### src/hdl/rxd_pkg.sv
// Constants, types and helpers for the receive delay and SRAM control bank.
// Assumes a 16-bit register view carried in the low half of a 32-bit APB bus.
// Summary of operation
// - Eight per-group fourteen-bit delay registers
// - Delay is startup guardband or operational delta
// - Guardband/delta registers reset to four cells
// - Unused upper register bits read zero
// - SRAM address from high and low registers
// - Three-bit field sizes external receive memory
// - Bits seven/six/five reset receiver/transmitter/counters
// - All three together give global reset
// - Eight max operational delay registers, reset zero
// - Select write starts readout register update
// - Type field picks link, min, max, history
// - Link from bits 3:0, group 2:0
// - Select bit six clears group history maximum
// - Readout is sign-extended eleven-bit cell count
// - Increment/decrement requests self-clear after adjustment
package rxd_pkg;

   // Geometry
   localparam int NGRP = 8;
   localparam int NLINK = 16;
   localparam int GRP_W = 3;
   localparam int LINK_W = 4;
   localparam int DLY_W = 14;
   localparam int MEAS_W = 11;
   localparam int REG_W = 16;
   localparam int IDX_W = 10;
   localparam int PADDR_W = 12;
   localparam int SADDR_HI_W = 4;
   localparam int SADDR_LO_W = 16;
   localparam int DSEL_W = 9;
   localparam int CTL_W = 9;

   // Register indices; byte address is four times the index
   localparam logic [9:0] IDX_INC = 10'h281;
   localparam logic [9:0] IDX_DEC = 10'h282;
   localparam logic [9:0] IDX_DLY_VAL = 10'h285;
   localparam logic [9:0] IDX_DLY_LINK = 10'h286;
   localparam logic [9:0] IDX_GB_BASE = 10'h287;
   localparam logic [9:0] IDX_SADDR_HI = 10'h297;
   localparam logic [9:0] IDX_SADDR_LO = 10'h298;
   localparam logic [9:0] IDX_SRAM_CTL = 10'h299;
   localparam logic [9:0] IDX_MOP_BASE = 10'h29A;
   localparam logic [9:0] IDX_DSEL = 10'h2AA;

   // Reset values
   localparam logic [13:0] GB_RST = 14'h0004;
   localparam logic [13:0] MOP_RST = 14'h0000;
   localparam logic [15:0] DLY_VAL_RST = 16'h0004;

   // Control register field positions
   localparam int CTL_MOPT = 8;
   localparam int CTL_RXRST = 7;
   localparam int CTL_TXRST = 6;
   localparam int CTL_CNTRST = 5;
   localparam int CTL_TST_HI = 4;
   localparam int CTL_TST_LO = 3;
   localparam int CTL_SIZE_HI = 2;
   localparam int CTL_SIZE_LO = 0;

   // Delay select field positions
   localparam int DSEL_MOTCLR = 6;
   localparam int DSEL_TYPE_HI = 5;
   localparam int DSEL_TYPE_LO = 4;
   localparam int DSEL_IDX_HI = 3;

   // Delay type codes, in field order 00..11
   typedef enum logic [1:0] {DT_LINK, DT_GMIN, DT_GMAX, DT_MOT} rxd_dly_type_t;

   // Bank size of external receive memory
   typedef enum logic [1:0] {BS_32K, BS_128K, BS_512K} rxd_bank_size_t;

   // Decoded memory configuration
   typedef struct packed {
      logic valid;
      logic two_banks;
      rxd_bank_size_t size;
   } rxd_sram_cfg_t;

   // One-cycle reset requests
   typedef struct packed {
      logic rx;
      logic tx;
      logic cnt;
      logic glob;
   } rxd_rst_req_t;

   // Measured delays from the recombiner, guardband already included
   typedef struct packed {
      logic [NLINK-1:0][MEAS_W-1:0] link_dly;
      logic [NGRP-1:0][MEAS_W-1:0] grp_min;
      logic [NGRP-1:0][MEAS_W-1:0] grp_max;
   } rxd_meas_t;

   // Size code decode
   function automatic rxd_sram_cfg_t rxd_size_dec(input logic [2:0] code);
      rxd_sram_cfg_t c;
      c.valid = ~(code[2] & code[1]);
      c.two_banks = code[0];
      c.size = code[2] ? BS_512K : (code[1] ? BS_128K : BS_32K);
      // 000/001 32K, 010/011 128K, 100/101 512K, 11x reserved
      return c;
   endfunction : rxd_size_dec

   // True when idx falls in an eight-register bank at base
   function automatic logic rxd_in_bank(input logic [9:0] idx, input logic [9:0] base);
      return (idx >= base) && (idx < base + 10'(NGRP));
   endfunction : rxd_in_bank

   // Group offset inside a bank
   function automatic logic [GRP_W-1:0] rxd_rel(input logic [9:0] idx,
                                               input logic [9:0] base);
      logic [9:0] d;
      d = idx - base;
      return d[GRP_W-1:0];
   endfunction : rxd_rel

   // Sign extension of an eleven-bit count to register width
   function automatic logic [REG_W-1:0] rxd_sext(input logic [MEAS_W-1:0] v);
      return {{(REG_W-MEAS_W){v[MEAS_W-1]}}, v};
   endfunction : rxd_sext

endpackage : rxd_pkg

### src/hdl/rxd_mem.sv
// Eight-word delay storage with one write port and two registered read ports.
// Assumes the caller gates writes and supplies the reset value.
`timescale 1ns/10ps
`default_nettype none
module rxd_mem #(
   parameter logic [13:0] RST_VAL = 14'h0000
) (
   input wire logic clk,
   input wire logic rst_n,
   input wire logic ce,
   input wire logic clr,
   input wire logic we,
   input wire logic [2:0] waddr,
   input wire logic [13:0] wdata,
   input wire logic [2:0] raddr_a,
   output logic [13:0] rdata_a,
   input wire logic [2:0] raddr_b,
   output logic [13:0] rdata_b
);
   logic [13:0] mem_q [rxd_pkg::NGRP]; // Storage words

   // Storage with reset value and soft clear
   always_ff @(posedge clk or negedge rst_n) begin
      if (!rst_n) begin
         for (int i = 0; i < rxd_pkg::NGRP; i++) mem_q[i] <= RST_VAL;
      end else if (ce) begin
         for (int i = 0; i < rxd_pkg::NGRP; i++) begin
            if (clr) mem_q[i] <= RST_VAL;
            else if (we && waddr == 3'(i)) mem_q[i] <= wdata;
         end
      end
   end

   // Registered read ports
   always_ff @(posedge clk or negedge rst_n) begin
      if (!rst_n) begin
         rdata_a <= RST_VAL;
         rdata_b <= RST_VAL;
      end else if (ce) begin
         rdata_a <= mem_q[raddr_a];
         rdata_b <= mem_q[raddr_b];
      end
   end
endmodule : rxd_mem
`default_nettype wire

### src/hdl/rxd_dly_track.sv
// Per-group maximum-over-time tracker and measured delay selector.
// Assumes measured values arrive as signed eleven-bit cell counts.
`timescale 1ns/10ps
`default_nettype none
module rxd_dly_track (
   input wire logic clk,
   input wire logic rst_n,
   input wire logic ce,
   input wire logic clr,
   input wire rxd_pkg::rxd_meas_t meas,
   input wire logic hist_clr,
   input wire logic [2:0] hist_grp,
   input wire rxd_pkg::rxd_dly_type_t sel_type,
   input wire logic [3:0] sel_idx,
   output logic [10:0] pick
);
   logic [10:0] hist_q [rxd_pkg::NGRP]; // Maximum seen per group
   wire [2:0] sel_grp = sel_idx[2:0]; // Group index for group types

   // History update; a history clear reloads the live value so no sample is lost
   always_ff @(posedge clk or negedge rst_n) begin
      if (!rst_n) begin
         for (int g = 0; g < rxd_pkg::NGRP; g++) hist_q[g] <= '0;
      end else if (ce) begin
         for (int g = 0; g < rxd_pkg::NGRP; g++) begin
            if (clr) hist_q[g] <= '0;
            else if (hist_clr && hist_grp == 3'(g)) hist_q[g] <= meas.grp_max[g];
            else if ($signed(meas.grp_max[g]) > $signed(hist_q[g])) hist_q[g] <= meas.grp_max[g];
         end
      end
   end

   // Source selection by delay type
   always_comb begin
      unique case (sel_type)
         rxd_pkg::DT_LINK: pick = meas.link_dly[sel_idx];
         rxd_pkg::DT_GMIN: pick = meas.grp_min[sel_grp];
         rxd_pkg::DT_GMAX: pick = meas.grp_max[sel_grp];
         rxd_pkg::DT_MOT: pick = hist_q[sel_grp];
      endcase
   end
endmodule : rxd_dly_track
`default_nettype wire

### src/hdl/rxd_regs.sv
// APB register bank for receive delay control and external SRAM control.
// Assumes a single clock, an APB master, and a recombiner that consumes
// guardband/delta lookups and acknowledges increment and decrement requests.
`timescale 1ns/10ps
`default_nettype none
module rxd_regs (
   input wire logic pclk,
   input wire logic presetn,
   input wire logic ce,
   // APB slave
   input wire logic psel,
   input wire logic penable,
   input wire logic pwrite,
   input wire logic [11:0] paddr,
   input wire logic [31:0] pwdata,
   output logic [31:0] prdata,
   output logic pready,
   output logic pslverr,
   // Recombiner side
   input wire rxd_pkg::rxd_meas_t meas,
   input wire logic [2:0] gb_idx,
   output logic [13:0] gb_val,
   input wire logic [2:0] mop_idx,
   output logic [13:0] mop_val,
   input wire logic [7:0] inc_done,
   input wire logic [7:0] dec_done,
   output logic [7:0] inc_req,
   output logic [7:0] dec_req,
   // SRAM and reset control
   output logic [19:0] sram_addr,
   output rxd_pkg::rxd_sram_cfg_t sram_cfg,
   output logic mem_opt,
   output logic [1:0] test_mode,
   output rxd_pkg::rxd_rst_req_t rst_req
);

   // Bus state
   // Answer is registered, so pready never
   // depends combinationally on the request.
   // Costs one wait state on every transfer.
   logic pready_q; // Second access cycle marker
   logic [31:0] prdata_q; // Captured read word
   logic pslverr_q; // Captured error flag

   // Register state
   // Only bits that the map defines are kept;
   // reserved bits are rebuilt as zeros on reads.
   // Reset bits 7:5 are not stored at all.
   logic [3:0] saddr_hi_q; // SRAM address bits 19:16
   logic [15:0] saddr_lo_q; // SRAM address bits 15:0
   logic mopt_q; // Memory optimisation
   logic [1:0] tst_q; // Test bits, zero for normal use
   logic [2:0] size_q; // Memory size code
   logic [8:0] dsel_q; // Delay select register image
   logic [15:0] dly_val_q; // Readable delay value
   logic [3:0] dly_link_q; // Link number for readout
   logic upd_q; // Readout update pending
   logic [7:0] inc_q; // Increment requests
   logic [7:0] dec_q; // Decrement requests
   rxd_pkg::rxd_rst_req_t rst_q; // Reset request pulses

   // Address decode
   // Word index from the byte address; the two
   // eight-word banks are range checked, the
   // rest are single words.
   // Anything unmapped or misaligned is an error.
   wire [9:0] idx = paddr[11:2]; // Word index
   wire hit_gb = rxd_pkg::rxd_in_bank(idx, rxd_pkg::IDX_GB_BASE); // Guardband bank
   wire hit_mop = rxd_pkg::rxd_in_bank(idx, rxd_pkg::IDX_MOP_BASE); // Max op bank
   wire [2:0] gb_rel = rxd_pkg::rxd_rel(idx, rxd_pkg::IDX_GB_BASE); // Offset in bank
   wire [2:0] mop_rel = rxd_pkg::rxd_rel(idx, rxd_pkg::IDX_MOP_BASE); // Offset in bank
   wire hit_inc = idx == rxd_pkg::IDX_INC; // Increment request
   wire hit_dec = idx == rxd_pkg::IDX_DEC; // Decrement request
   wire hit_dval = idx == rxd_pkg::IDX_DLY_VAL; // Delay readout
   wire hit_dlnk = idx == rxd_pkg::IDX_DLY_LINK; // Link readout
   wire hit_shi = idx == rxd_pkg::IDX_SADDR_HI; // Address high
   wire hit_slo = idx == rxd_pkg::IDX_SADDR_LO; // Address low
   wire hit_ctl = idx == rxd_pkg::IDX_SRAM_CTL; // SRAM control
   wire hit_dsel = idx == rxd_pkg::IDX_DSEL; // Delay select
   wire hit_any = hit_gb | hit_mop | hit_inc | hit_dec | hit_dval | hit_dlnk
                | hit_shi | hit_slo | hit_ctl | hit_dsel; // Mapped address
   wire misalign = paddr[1:0] != 2'b00; // Not word aligned
   wire bad = ~hit_any | misalign; // Error answer

   // Transfer qualifiers
   // Writes act only on the completing edge, so
   // a refused or still waiting request never
   // disturbs a register.
   wire acc = psel & penable; // Access phase
   wire fin = acc & pready_q; // Completing edge
   wire wr = fin & pwrite & ~bad; // Write takes effect
   wire glob = rst_q.glob; // Global soft reset active
   wire [15:0] wd = pwdata[15:0]; // Register-width write data

   // Per-register write strobes
   wire wr_gb = wr & hit_gb; // Guardband word
   wire wr_mop = wr & hit_mop; // Max op word
   wire wr_inc = wr & hit_inc; // Increment word
   wire wr_dec = wr & hit_dec; // Decrement word
   wire wr_shi = wr & hit_shi; // Address high
   wire wr_slo = wr & hit_slo; // Address low
   wire wr_ctl = wr & hit_ctl; // Control word
   wire wr_dsel = wr & hit_dsel; // Delay select word

   // Reset bits written in this control write
   wire w_rx = wr_ctl & wd[rxd_pkg::CTL_RXRST]; // Receiver reset
   wire w_tx = wr_ctl & wd[rxd_pkg::CTL_TXRST]; // Transmitter reset
   wire w_cnt = wr_ctl & wd[rxd_pkg::CTL_CNTRST]; // Counter reset
   wire w_glob = w_rx & w_tx & w_cnt; // All three at once

   // Delay storage banks
   // Port a serves the bus, port b the lookup.
   // Both are registered, so a bus read sets its
   // address one edge before the capture edge.
   // Both banks share one storage module.
   logic [13:0] gb_rd; // Guardband bus read word
   logic [13:0] mop_rd; // Max op bus read word

   // Guardband or delta per group
   rxd_mem #(
      .RST_VAL(rxd_pkg::GB_RST)
   ) u_gb (
      .clk(pclk),
      .rst_n(presetn),
      .ce(ce),
      .clr(glob),
      .we(wr_gb),
      .waddr(gb_rel),
      .wdata(wd[13:0]),
      .raddr_a(gb_rel),
      .rdata_a(gb_rd),
      .raddr_b(gb_idx),
      .rdata_b(gb_val)
   );

   // Maximum operational delay per group
   rxd_mem #(
      .RST_VAL(rxd_pkg::MOP_RST)
   ) u_mop (
      .clk(pclk),
      .rst_n(presetn),
      .ce(ce),
      .clr(glob),
      .we(wr_mop),
      .waddr(mop_rel),
      .wdata(wd[13:0]),
      .raddr_a(mop_rel),
      .rdata_a(mop_rd),
      .raddr_b(mop_idx),
      .rdata_b(mop_val)
   );

   // Measured delay selection
   // Select image drives the picker directly;
   // the readout copy waits one edge so the new
   // type and index have settled.
   // History clear reloads the live group value.
   wire rxd_pkg::rxd_dly_type_t dtype =
      rxd_pkg::rxd_dly_type_t'(dsel_q[rxd_pkg::DSEL_TYPE_HI:rxd_pkg::DSEL_TYPE_LO]);
   wire [3:0] didx = dsel_q[rxd_pkg::DSEL_IDX_HI:0]; // Link or group index
   wire hist_clr = wr_dsel & wd[rxd_pkg::DSEL_MOTCLR]; // History clear request
   logic [10:0] pick; // Selected measured delay

   // History tracker and selector
   rxd_dly_track u_trk (
      .clk(pclk),
      .rst_n(presetn),
      .ce(ce),
      .clr(glob),
      .meas(meas),
      .hist_clr(hist_clr),
      .hist_grp(wd[2:0]),
      .sel_type(dtype),
      .sel_idx(didx),
      .pick(pick)
   );

   // Link number shown with the readout
   wire [3:0] link_of = (dtype == rxd_pkg::DT_LINK) ? didx : {1'b0, didx[2:0]};

   // Read mux; unused upper bits are zero
   // Priority order is harmless: the hits are
   // mutually exclusive by construction.
   // Write-only reset bits read back as zero.
   wire [15:0] rd16 =
      hit_gb ? {2'b00, gb_rd} :
      hit_mop ? {2'b00, mop_rd} :
      hit_inc ? {8'h00, inc_q} :
      hit_dec ? {8'h00, dec_q} :
      hit_dval ? dly_val_q :
      hit_dlnk ? {12'h000, dly_link_q} :
      hit_shi ? {12'h000, saddr_hi_q} :
      hit_slo ? saddr_lo_q :
      hit_ctl ? {7'h00, mopt_q, 3'b000, tst_q, size_q} :
      hit_dsel ? {7'h00, dsel_q} :
      16'h0000;

   // APB handshake: one wait state, registered answer
   // First access edge captures data and error,
   // the second edge completes the transfer.
   // A low clock enable also stretches the wait.
   // Outputs are the flops themselves.
   always_ff @(posedge pclk or negedge presetn) begin
      if (!presetn) begin
         pready_q <= 1'b0;
         prdata_q <= 32'h0000_0000;
         pslverr_q <= 1'b0;
      end else if (ce) begin
         // First access cycle captures, second completes
         if (acc && !pready_q) begin
            pready_q <= 1'b1;
            prdata_q <= (pwrite || bad) ? 32'h0000_0000 : {16'h0000, rd16};
            pslverr_q <= bad;
         end else begin
            pready_q <= 1'b0;
            pslverr_q <= 1'b0;
         end
      end
   end

   // Answer outputs
   assign pready = pready_q;
   assign prdata = prdata_q;
   assign pslverr = pslverr_q;

   // SRAM test-access address
   // Both halves are plain storage; the transfer
   // engine outside samples the joined address.
   // Software must load it before a transfer.
   always_ff @(posedge pclk or negedge presetn) begin
      if (!presetn) begin
         saddr_hi_q <= 4'h0;
         saddr_lo_q <= 16'h0000;
      end else if (ce) begin
         if (glob) begin
            saddr_hi_q <= 4'h0;
            saddr_lo_q <= 16'h0000;
         end else begin
            if (wr_shi) saddr_hi_q <= wd[3:0];
            if (wr_slo) saddr_lo_q <= wd;
         end
      end
   end

   // Full address; software loads it before a transfer
   assign sram_addr = {saddr_hi_q, saddr_lo_q};

   // SRAM control: stored fields
   // Size, optimisation and test bits are kept.
   // Bit 8 is not checked against bit 0; that
   // pairing is left to software.
   always_ff @(posedge pclk or negedge presetn) begin
      if (!presetn) begin
         mopt_q <= 1'b0;
         tst_q <= 2'b00;
         size_q <= 3'b000;
      end else if (ce) begin
         if (glob) begin
            mopt_q <= 1'b0;
            tst_q <= 2'b00;
            size_q <= 3'b000;
         end else if (wr_ctl) begin
            mopt_q <= wd[rxd_pkg::CTL_MOPT];
            tst_q <= wd[rxd_pkg::CTL_TST_HI:rxd_pkg::CTL_TST_LO];
            size_q <= wd[rxd_pkg::CTL_SIZE_HI:rxd_pkg::CTL_SIZE_LO];
         end
      end
   end

   // Decoded configuration
   assign sram_cfg = rxd_pkg::rxd_size_dec(size_q);
   assign mem_opt = mopt_q;
   assign test_mode = tst_q;

   // Reset request pulses; writing zero does nothing
   // One pulse per write, in the cycle after the
   // completing edge. Global reset needs all
   // three bits in the same write.
   always_ff @(posedge pclk or negedge presetn) begin
      if (!presetn) begin
         rst_q <= '0;
      end else if (ce) begin
         rst_q.rx <= w_rx;
         rst_q.tx <= w_tx;
         rst_q.cnt <= w_cnt;
         rst_q.glob <= w_glob;
      end
   end

   // Pulse outputs
   assign rst_req = rst_q;

   // Delay select and readout update
   // A new select write restarts the update, so
   // back-to-back selects show the last one.
   // Global reset returns the readout to four.
   always_ff @(posedge pclk or negedge presetn) begin
      if (!presetn) begin
         dsel_q <= 9'h000;
         upd_q <= 1'b0;
         dly_val_q <= rxd_pkg::DLY_VAL_RST;
         dly_link_q <= 4'h0;
      end else if (ce) begin
         if (glob) begin
            dsel_q <= 9'h000;
            upd_q <= 1'b0;
            dly_val_q <= rxd_pkg::DLY_VAL_RST;
            dly_link_q <= 4'h0;
         end else begin
            // Select write arms an update one cycle later
            if (wr_dsel) dsel_q <= wd[8:0];
            upd_q <= wr_dsel;
            if (upd_q) begin
               dly_val_q <= rxd_pkg::rxd_sext(pick);
               dly_link_q <= link_of;
            end
         end
      end
   end

   // Increment and decrement requests
   // Ones are OR-ed in, zeros do nothing; each
   // bit drops on its own acknowledge, unless
   // set again in that same cycle.
   always_ff @(posedge pclk or negedge presetn) begin
      if (!presetn) begin
         inc_q <= 8'h00;
         dec_q <= 8'h00;
      end else if (ce) begin
         if (glob) begin
            inc_q <= 8'h00;
            dec_q <= 8'h00;
         end else begin
            // Software set wins over a same-cycle completion
            inc_q <= (inc_q & ~inc_done) | (wr_inc ? wd[7:0] : 8'h00);
            dec_q <= (dec_q & ~dec_done) | (wr_dec ? wd[7:0] : 8'h00);
         end
      end
   end

   // Request outputs to the recombiner
   assign inc_req = inc_q;
   assign dec_req = dec_q;

endmodule : rxd_regs
`default_nettype wire

### config.mk
export PLATFORM = sky130hd
export DESIGN_NAME = rxd_regs
export DESIGN_NICKNAME = d
export VERILOG_FILES = /design/src/hdl/rxd_pkg.sv /design/src/hdl/rxd_mem.sv /design/src/hdl/rxd_dly_track.sv /design/src/hdl/rxd_regs.sv
export SDC_FILE = /design/constraint.sdc
export NUM_CORES = 1
export LEC_CHECK = 0
export ABC_CLOCK_PERIOD_IN_PS = 3380
export BUFFER_PORTS_ARGS = -buffer_cell sky130_fd_sc_hd__buf_2
export CAP_MARGIN = 15
export CORE_MARGIN = 4
export CORE_UTILIZATION = 42
export CTS_CLUSTER_DIAMETER = 150
export DETAILED_ROUTE_END_ITERATION = 6
export GPL_TIMING_DRIVEN = 0
export PLACE_DENSITY = 0.63
export SYNTH_ARGS = -nofsm -noshare
export SYNTH_HDL_FRONTEND = slang
export SYNTH_SLANG_ARGS = --single-unit
### constraint.sdc
create_clock -name pclk -period 3.38 [get_ports pclk]
set_input_delay 0.507 -clock pclk [delete_from_list [all_inputs] [get_ports pclk]]
set_output_delay 0.507 -clock pclk [all_outputs]
set_load 0.02 [all_outputs]
Word level (Yosys, flattened, before mapping) --
Cells that the tools add are included.
Storage, ports and cells: flip-flop bits (word level) 478, bits of input ports 424, output and inout bits 109, word-level logic and storage cells 350
Cells by class: add/sub/neg operators 2, magnitude comparators 19, equal/unequal tests 32, mux-type cells 115, bitwise operators 43, reductions and logical operators 93
Operators with widths (number):
- 2-to-1 mux 14 bit | 40
- 2-to-1 mux 11 bit | 29
- 2-to-1 mux 16 bit | 13
- binary-select mux 14 bit (select 3 bit) | 4
- binary-select mux 11 bit (select 3 bit) | 3
- greater-than comparator 11 bit | 8
- == test 10 bit (second input constant) | 8
- AND reduction 2 bit | 30
- binary-select mux 11 bit (select 4 bit) | 1
- one-hot mux 11 bit (4 select lines) | 1
- nonzero test 2 bit | 22
- == test 3 bit (second input constant) | 12
- 2-to-1 mux 9 bit | 4
- 2-to-1 mux 8 bit | 4
- logical AND 1 bit | 27
- nonzero test 3 bit | 8
- >= comparator 10 bit (second input constant) | 2
- >= comparator 4 bit (second input constant) | 5
- < comparator 10 bit (second input constant) | 2
- 2-to-1 mux 4 bit | 5
- inverter 3 -> 4 bit | 5
- bitwise AND 1 bit | 19
- == test 3 x 2 -> 1 bit (second input constant) | 6
- bitwise AND 8 bit | 2
- 18 further kinds | 44

Depth between registers and ports, before layout --
word-level depth 20, gate-level depth with buffers 14, depth with buffers taken out 8

By module --
From an unflattened synthesis, not the netlist that was laid out.
Second synthesis, totals: cell total of the unflattened synthesis 2511, area, all modules 29894.9 µm²
Modules (own cells, without submodules):
- rxd_dly_track | times used 1, cells each 813, area each 9170.0 µm², sequential area each 2202.1 µm²
- rxd_mem at u_gb | times used 1, cells each 588, area each 7777.5 µm², sequential area each 3515.9 µm²
- rxd_mem at u_mop | times used 1, cells each 587, area each 7748.7 µm², sequential area each 3503.4 µm²
- rxd_regs | times used 1, cells each 523, area each 5198.7 µm², sequential area each 2228.4 µm²

Least setup slack after synthesis --
No wires, ideal clock.
path kind input-to-reg, start point input port paddr[2], end point register saddr_lo_q[15], library setup time 0.066 ns, data arrival time 3.192 ns, data required time 3.314 ns, slack 0.123 ns, stages 12, path buffers 4, cell sequence buf_2 -> buf_2 -> buf_2 -> inv_1 -> ha_1 -> or4_1 -> o2111a_1 -> o21ai_4 -> a211oi_2 -> o21ai_4 -> buf_4 -> a22o_1
On the way: cells in the longest elaborated chain, start to end 18, elaborated cells between the ends (all ways) 30, those cells by class order compare (4); eq/ne (8); bitwise (14); reduce/logical (4)
Ends and longest elaborated chain:
- start: declaration | line rxd_regs.sv:14 | input wire logic [11:0] paddr,
- >= comparator 10 bit or < comparator 10 bit (tied branches) | line rxd_pkg.sv:109 | return (idx >= base) && (idx < base + 10'(NGRP));
- logical AND 1 bit | line rxd_pkg.sv:109
- bitwise OR 1 bit (5 in series) | line rxd_regs.sv:80 | wire hit_any = hit_gb | hit_mop | hit_inc | hit_dec | hit_dval | hit_dlnk
- bitwise OR 1 bit (4 in series) | line rxd_regs.sv:81 | | hit_shi | hit_slo | hit_ctl | hit_dsel;
- inverter 1 bit | line rxd_regs.sv:83 | wire bad = ~hit_any | misalign;
- bitwise OR 1 bit | line rxd_regs.sv:83
- inverter 1 bit | line rxd_regs.sv:91 | wire wr = fin & pwrite & ~bad;
- bitwise AND 1 bit | line rxd_regs.sv:91
- bitwise AND 1 bit (*) | line rxd_regs.sv:101 | wire wr_slo = wr & hit_slo;
- nonzero test 2 bit (no line) (*)
- AND reduction 2 bit (no line) (*)
- end signal: assignment | line rxd_regs.sv:240 | if (wr_slo) saddr_lo_q <= wd;
- end: declaration | line rxd_regs.sv:50 | logic [15:0] saddr_lo_q;
Every way passes the cells marked *; elsewhere a longest branch is shown, timed or not. A chain may end at the register's enable or synchronous reset.

Worst setup path after layout --
start point input port paddr[2], end point register u_trk.hist_q[13] (netlist bit)
On the way: cells in the longest elaborated chain, start to end 20, elaborated cells between the ends (all ways) 34, those cells by class order compare (4); eq/ne (8); mux (2); bitwise (15); reduce/logical (5)
Ends and longest elaborated chain:
- >= comparator 10 bit or < comparator 10 bit (tied branches) | line rxd_pkg.sv:109
- logical AND 1 bit | line rxd_pkg.sv:109
- bitwise OR 1 bit (5 in series) | line rxd_regs.sv:80
- bitwise OR 1 bit (4 in series) | line rxd_regs.sv:81
- inverter 1 bit | line rxd_regs.sv:83
- bitwise OR 1 bit | line rxd_regs.sv:83
- inverter 1 bit | line rxd_regs.sv:91
- bitwise AND 1 bit | line rxd_regs.sv:91
- bitwise AND 1 bit (*) | line rxd_regs.sv:103 | wire wr_dsel = wr & hit_dsel;
- bitwise AND 1 bit (*) | line rxd_regs.sv:161 | wire hist_clr = wr_dsel & wd[rxd_pkg::DSEL_MOTCLR];
- logical AND 1 bit (*) | line rxd_dly_track.sv:27 | else if (hist_clr && hist_grp == 3'(g)) hist_q[g] <= meas.grp_max[g];
- nonzero test 3 bit (no line) or 2-to-1 mux 11 bit (tied branches)
- AND reduction 2 bit (no line) or 2-to-1 mux 11 bit (tied branches)
- end signal: indexed assignment | line rxd_dly_track.sv:27
- end: declaration | line rxd_dly_track.sv:17 | logic [10:0] hist_q [rxd_pkg::NGRP];
Marked as above.

==> qor.yml <==
synth_ff_type: "dfrtp_1"
ant_nets: 0
finalSetupViolCount: 0
post-place-ws_ns: -1.26
syn_to_final_growth_pct: 19.8
top_level_ports: 533
synth_area_leaders: "dfrtp_1, mux4_2, a22o_1, ha_1, o2bb2ai_1"
worst-setup-path-type: "in2reg"
overflow: 0
grt_max_degree: 125
initial_core_util: 0.423
critPathRequiredTime_ns: 3.91
rsz0062_at_grt: "yes"
drc_errors: 0
max_freq_mhz: 300
relSlewSlack: 0.139
syn_area_per_cell_um2: 11.2
hpwlAfterDp_um: 102000
fin_crit_ns: 3.33
grt_usage: 0.348
die-area_um2: 71800
routed.top_layer: "met4"
start_kind: "input port"
synth_top_area_cell: "dfrtp_1"
p_leak_nw: 15.5
cts_buffer_depth: 3
htree_levels: 2
cp.depth: 12
antenna_found_initial: 7
wl_met2_um: 57900
status: "finished clean"
wl_met3_um: 13600
synth_edf_count: 0
slew_viol_final: 0
yosysUniqueCellTypes: 88
critPathBufInv: 6
met1_length_um: 52600
cp-end-kind: "flop"
ys_ff_latch: 457
yosysTopAreaCellShare: 0.393
syn_area_um2: 28400
cts_tree: "yes"
slowest_stage: "o31ai_2"
timing.rr.start: "glob"
clk_pin_slew_ns: 0.06
avgViaCountPerCell: 6.61
r2r_end: "dly_val_q[1]"
synth_warnings: 0
reg2reg_depth: 7
clock-sinks: 457
nNetsFinal: 3611
seq_area_frac_synth: 0.403
timing.final.crit_share: 0.986
die_x_um: 268
holdWs_ns: 0.156
portBuffers: 486
crit_family: "buffers and inverters"
grt_pass1_vias: 26159
crit_top_cell: "buf_4"
vias: 26514
vdd_drop_max_uv: 432
r2r_setup_slack_ns: 0.14
core-area_um2: 67200
drt_iter0_drc: 3700
crit_end: "u_trk.hist_q[13]"
design_area_um2: 34000
dr.pass1.iters: 6
fin_worst_skew_ns: 0.0246
power-per-cell-area_nw_per_um2: 513
fp.dieH_um: 268
hold_path.class: "in2reg"
grt_first_pass_wirelength_um: 184000
slowest_delay_ns: 0.84
wl_um: 129000
clkLatencyLatePin_ns: 0.62
place_congestion: 1.02
placed_area_um2: 32100
arrival_ns: 3.86
syn_inst: 2530
startpoint: "paddr[2]"
cp_cell_sequence: "buf_2 > buf_4 > buf_4 > inv_1 > ha_1 > and4bb_2 > buf_4 > nand2_1 > buf_2 > nor3_1 > o31ai_2 > a22o_1"
root_buffer: "clkbuf_16"
setup_ws_ns: 0.0464
cts_buffers: 52
num_rows: 95
max-cap-violations: 0
drive_above_1_share: 0.305
cp_max_fo: 19
hold_viol: 0
ys_async_sr_fraction: 1.00
wire_per_inst_um: 32.1
worstMarginPinSlew_ns: 1.29
==> cells in the final DEF (no fill, tap or decap), drive strengths merged, types with 19 or more instances in the layout <==
cell and n:
buf 616, dfrtp 446, mux4 215, nand2 206
clkbuf 201, a22o 160, inv 137, nand3 125
a21oi 123, o2bb2ai 103, nor2 100, ha 93
mux2i 83, o21ai 80, o221ai 46, o22ai 27
nor3 23, a221oi 22, and2 21, nand4 19
==> metal layers <==
metal | vias to the layer above | GRT usage
li1 | 10930 | -
met1 | 13633 | 0.496
met2 | 1714 | 0.537
met3 | 237 | 0.0775
met4 | 0 | 0.108
met5 | - | 0
==> power breakdown <==
part	internal (W)	switching [W]
Clock	0.00356	0.00244
Sequential	0.00608	0.000554
Combinational	0.00196	0.00285
Total	0.0116	0.00584
==> per-stage QoR <==
| step | instances | util | power, W | TNS [ns] |
|---|---|---|---|---|
| CTS | 4008 | 0.506 | 0.0173 | 0 |
| global placement | 3904 | 0.476 | 0.0112 | -3635.32 |
| finish | 4014 | 0.507 | 0.0174 | 0 |
| detailed placement | 3908 | 0.478 | 0.0113 | -260.87 |
| floorplan | 2545 | - | 0.00954 | 0 |
| global route | 4013 | 0.506 | 0.0181 | -0.196 |
==> worst min path at each step <==
stage | start | end | slack (ns) | cells after the start
floorplan | presetn | dec_req[0] | 0.21 | 0
global placement | u_gb.mem_q[30] | u_gb.mem_q[30] | 0.45 | 2
detailed placement | u_gb.mem_q[30] | u_gb.mem_q[30] | 0.46 | 2
CTS | meas[86] | u_trk.hist_q[9] | 0.13 | 2
global route | meas[83] | u_trk.hist_q[6] | 0.15 | 2
finish | meas[83] | u_trk.hist_q[6] | 0.16 | 2
==> Yosys cell counts (all sizes together) (13+ instances only) <==
cell type and number:
a22o 160, inv 137, clkbuf 117, o31ai 16, o21a 17, o21ai 80
mux4 215, dfrtp 446, a221oi 22, buf 121, nor3 23, nand2b 17
nand4 19, a32o 15, nor2 100, a21o 15, nor4 13, ha 93
o2bb2ai 103, nand3 125, o221ai 46, nand2 206, a21oi 123, mux2i 83
a22oi 16, o22ai 27, and2 21
==> state kept, by name (all words and copies together), names as in the netlist, 8 cells and up <==
register	count
u_gb.rdata_a	14
dsel_q	9
prdata	16
u_gb.rdata_b	14
saddr_lo_q	16
u_mop.rdata_a	14
dly_val_q	11
u_mop.mem_q	112
u_trk.hist_q	88
inc_req	8
u_gb.mem_q	112
u_mop.rdata_b	14
dec_req	8
==> repair_timing <==
action	4_1_cts	5_1_grt
hold endpoints to repair	9	0
hold buffers	1	0
buffers inserted	4	0
resized for setup	8	11
endpoints found under the setup margin	257	41
pin swaps	1	0
==> cell type report <==
class	count	area (um2)
fill	6124	33100
buffer	236	1200
timing repair buffer	497	2600
inverter	139	522
clock buffer	85	1620
clock inverter	12	174
multi-input combinational	1711	15300
sequential	457	11400
antenna	4	10.0
tap	873	1090
==> kinds of logic (layout without fill, tap and decap cells) <==
logic type | after synthesis | count (layout) | synth area share
simple gates | 570 | 570 | 0.0964
compound gates | 731 | 731 | 0.198
xor+xnor | 3 | 3 | 0.00119
other cells | 1 | 20 | 0.000132
fa+ha+maj | 93 | 93 | 0.0410
buf+inv | 377 | 969 | 0.0605
mux | 298 | 298 | 0.200
flops | 457 | 457 | 0.403
Note: power is estimated with default switching activity, not from simulation.
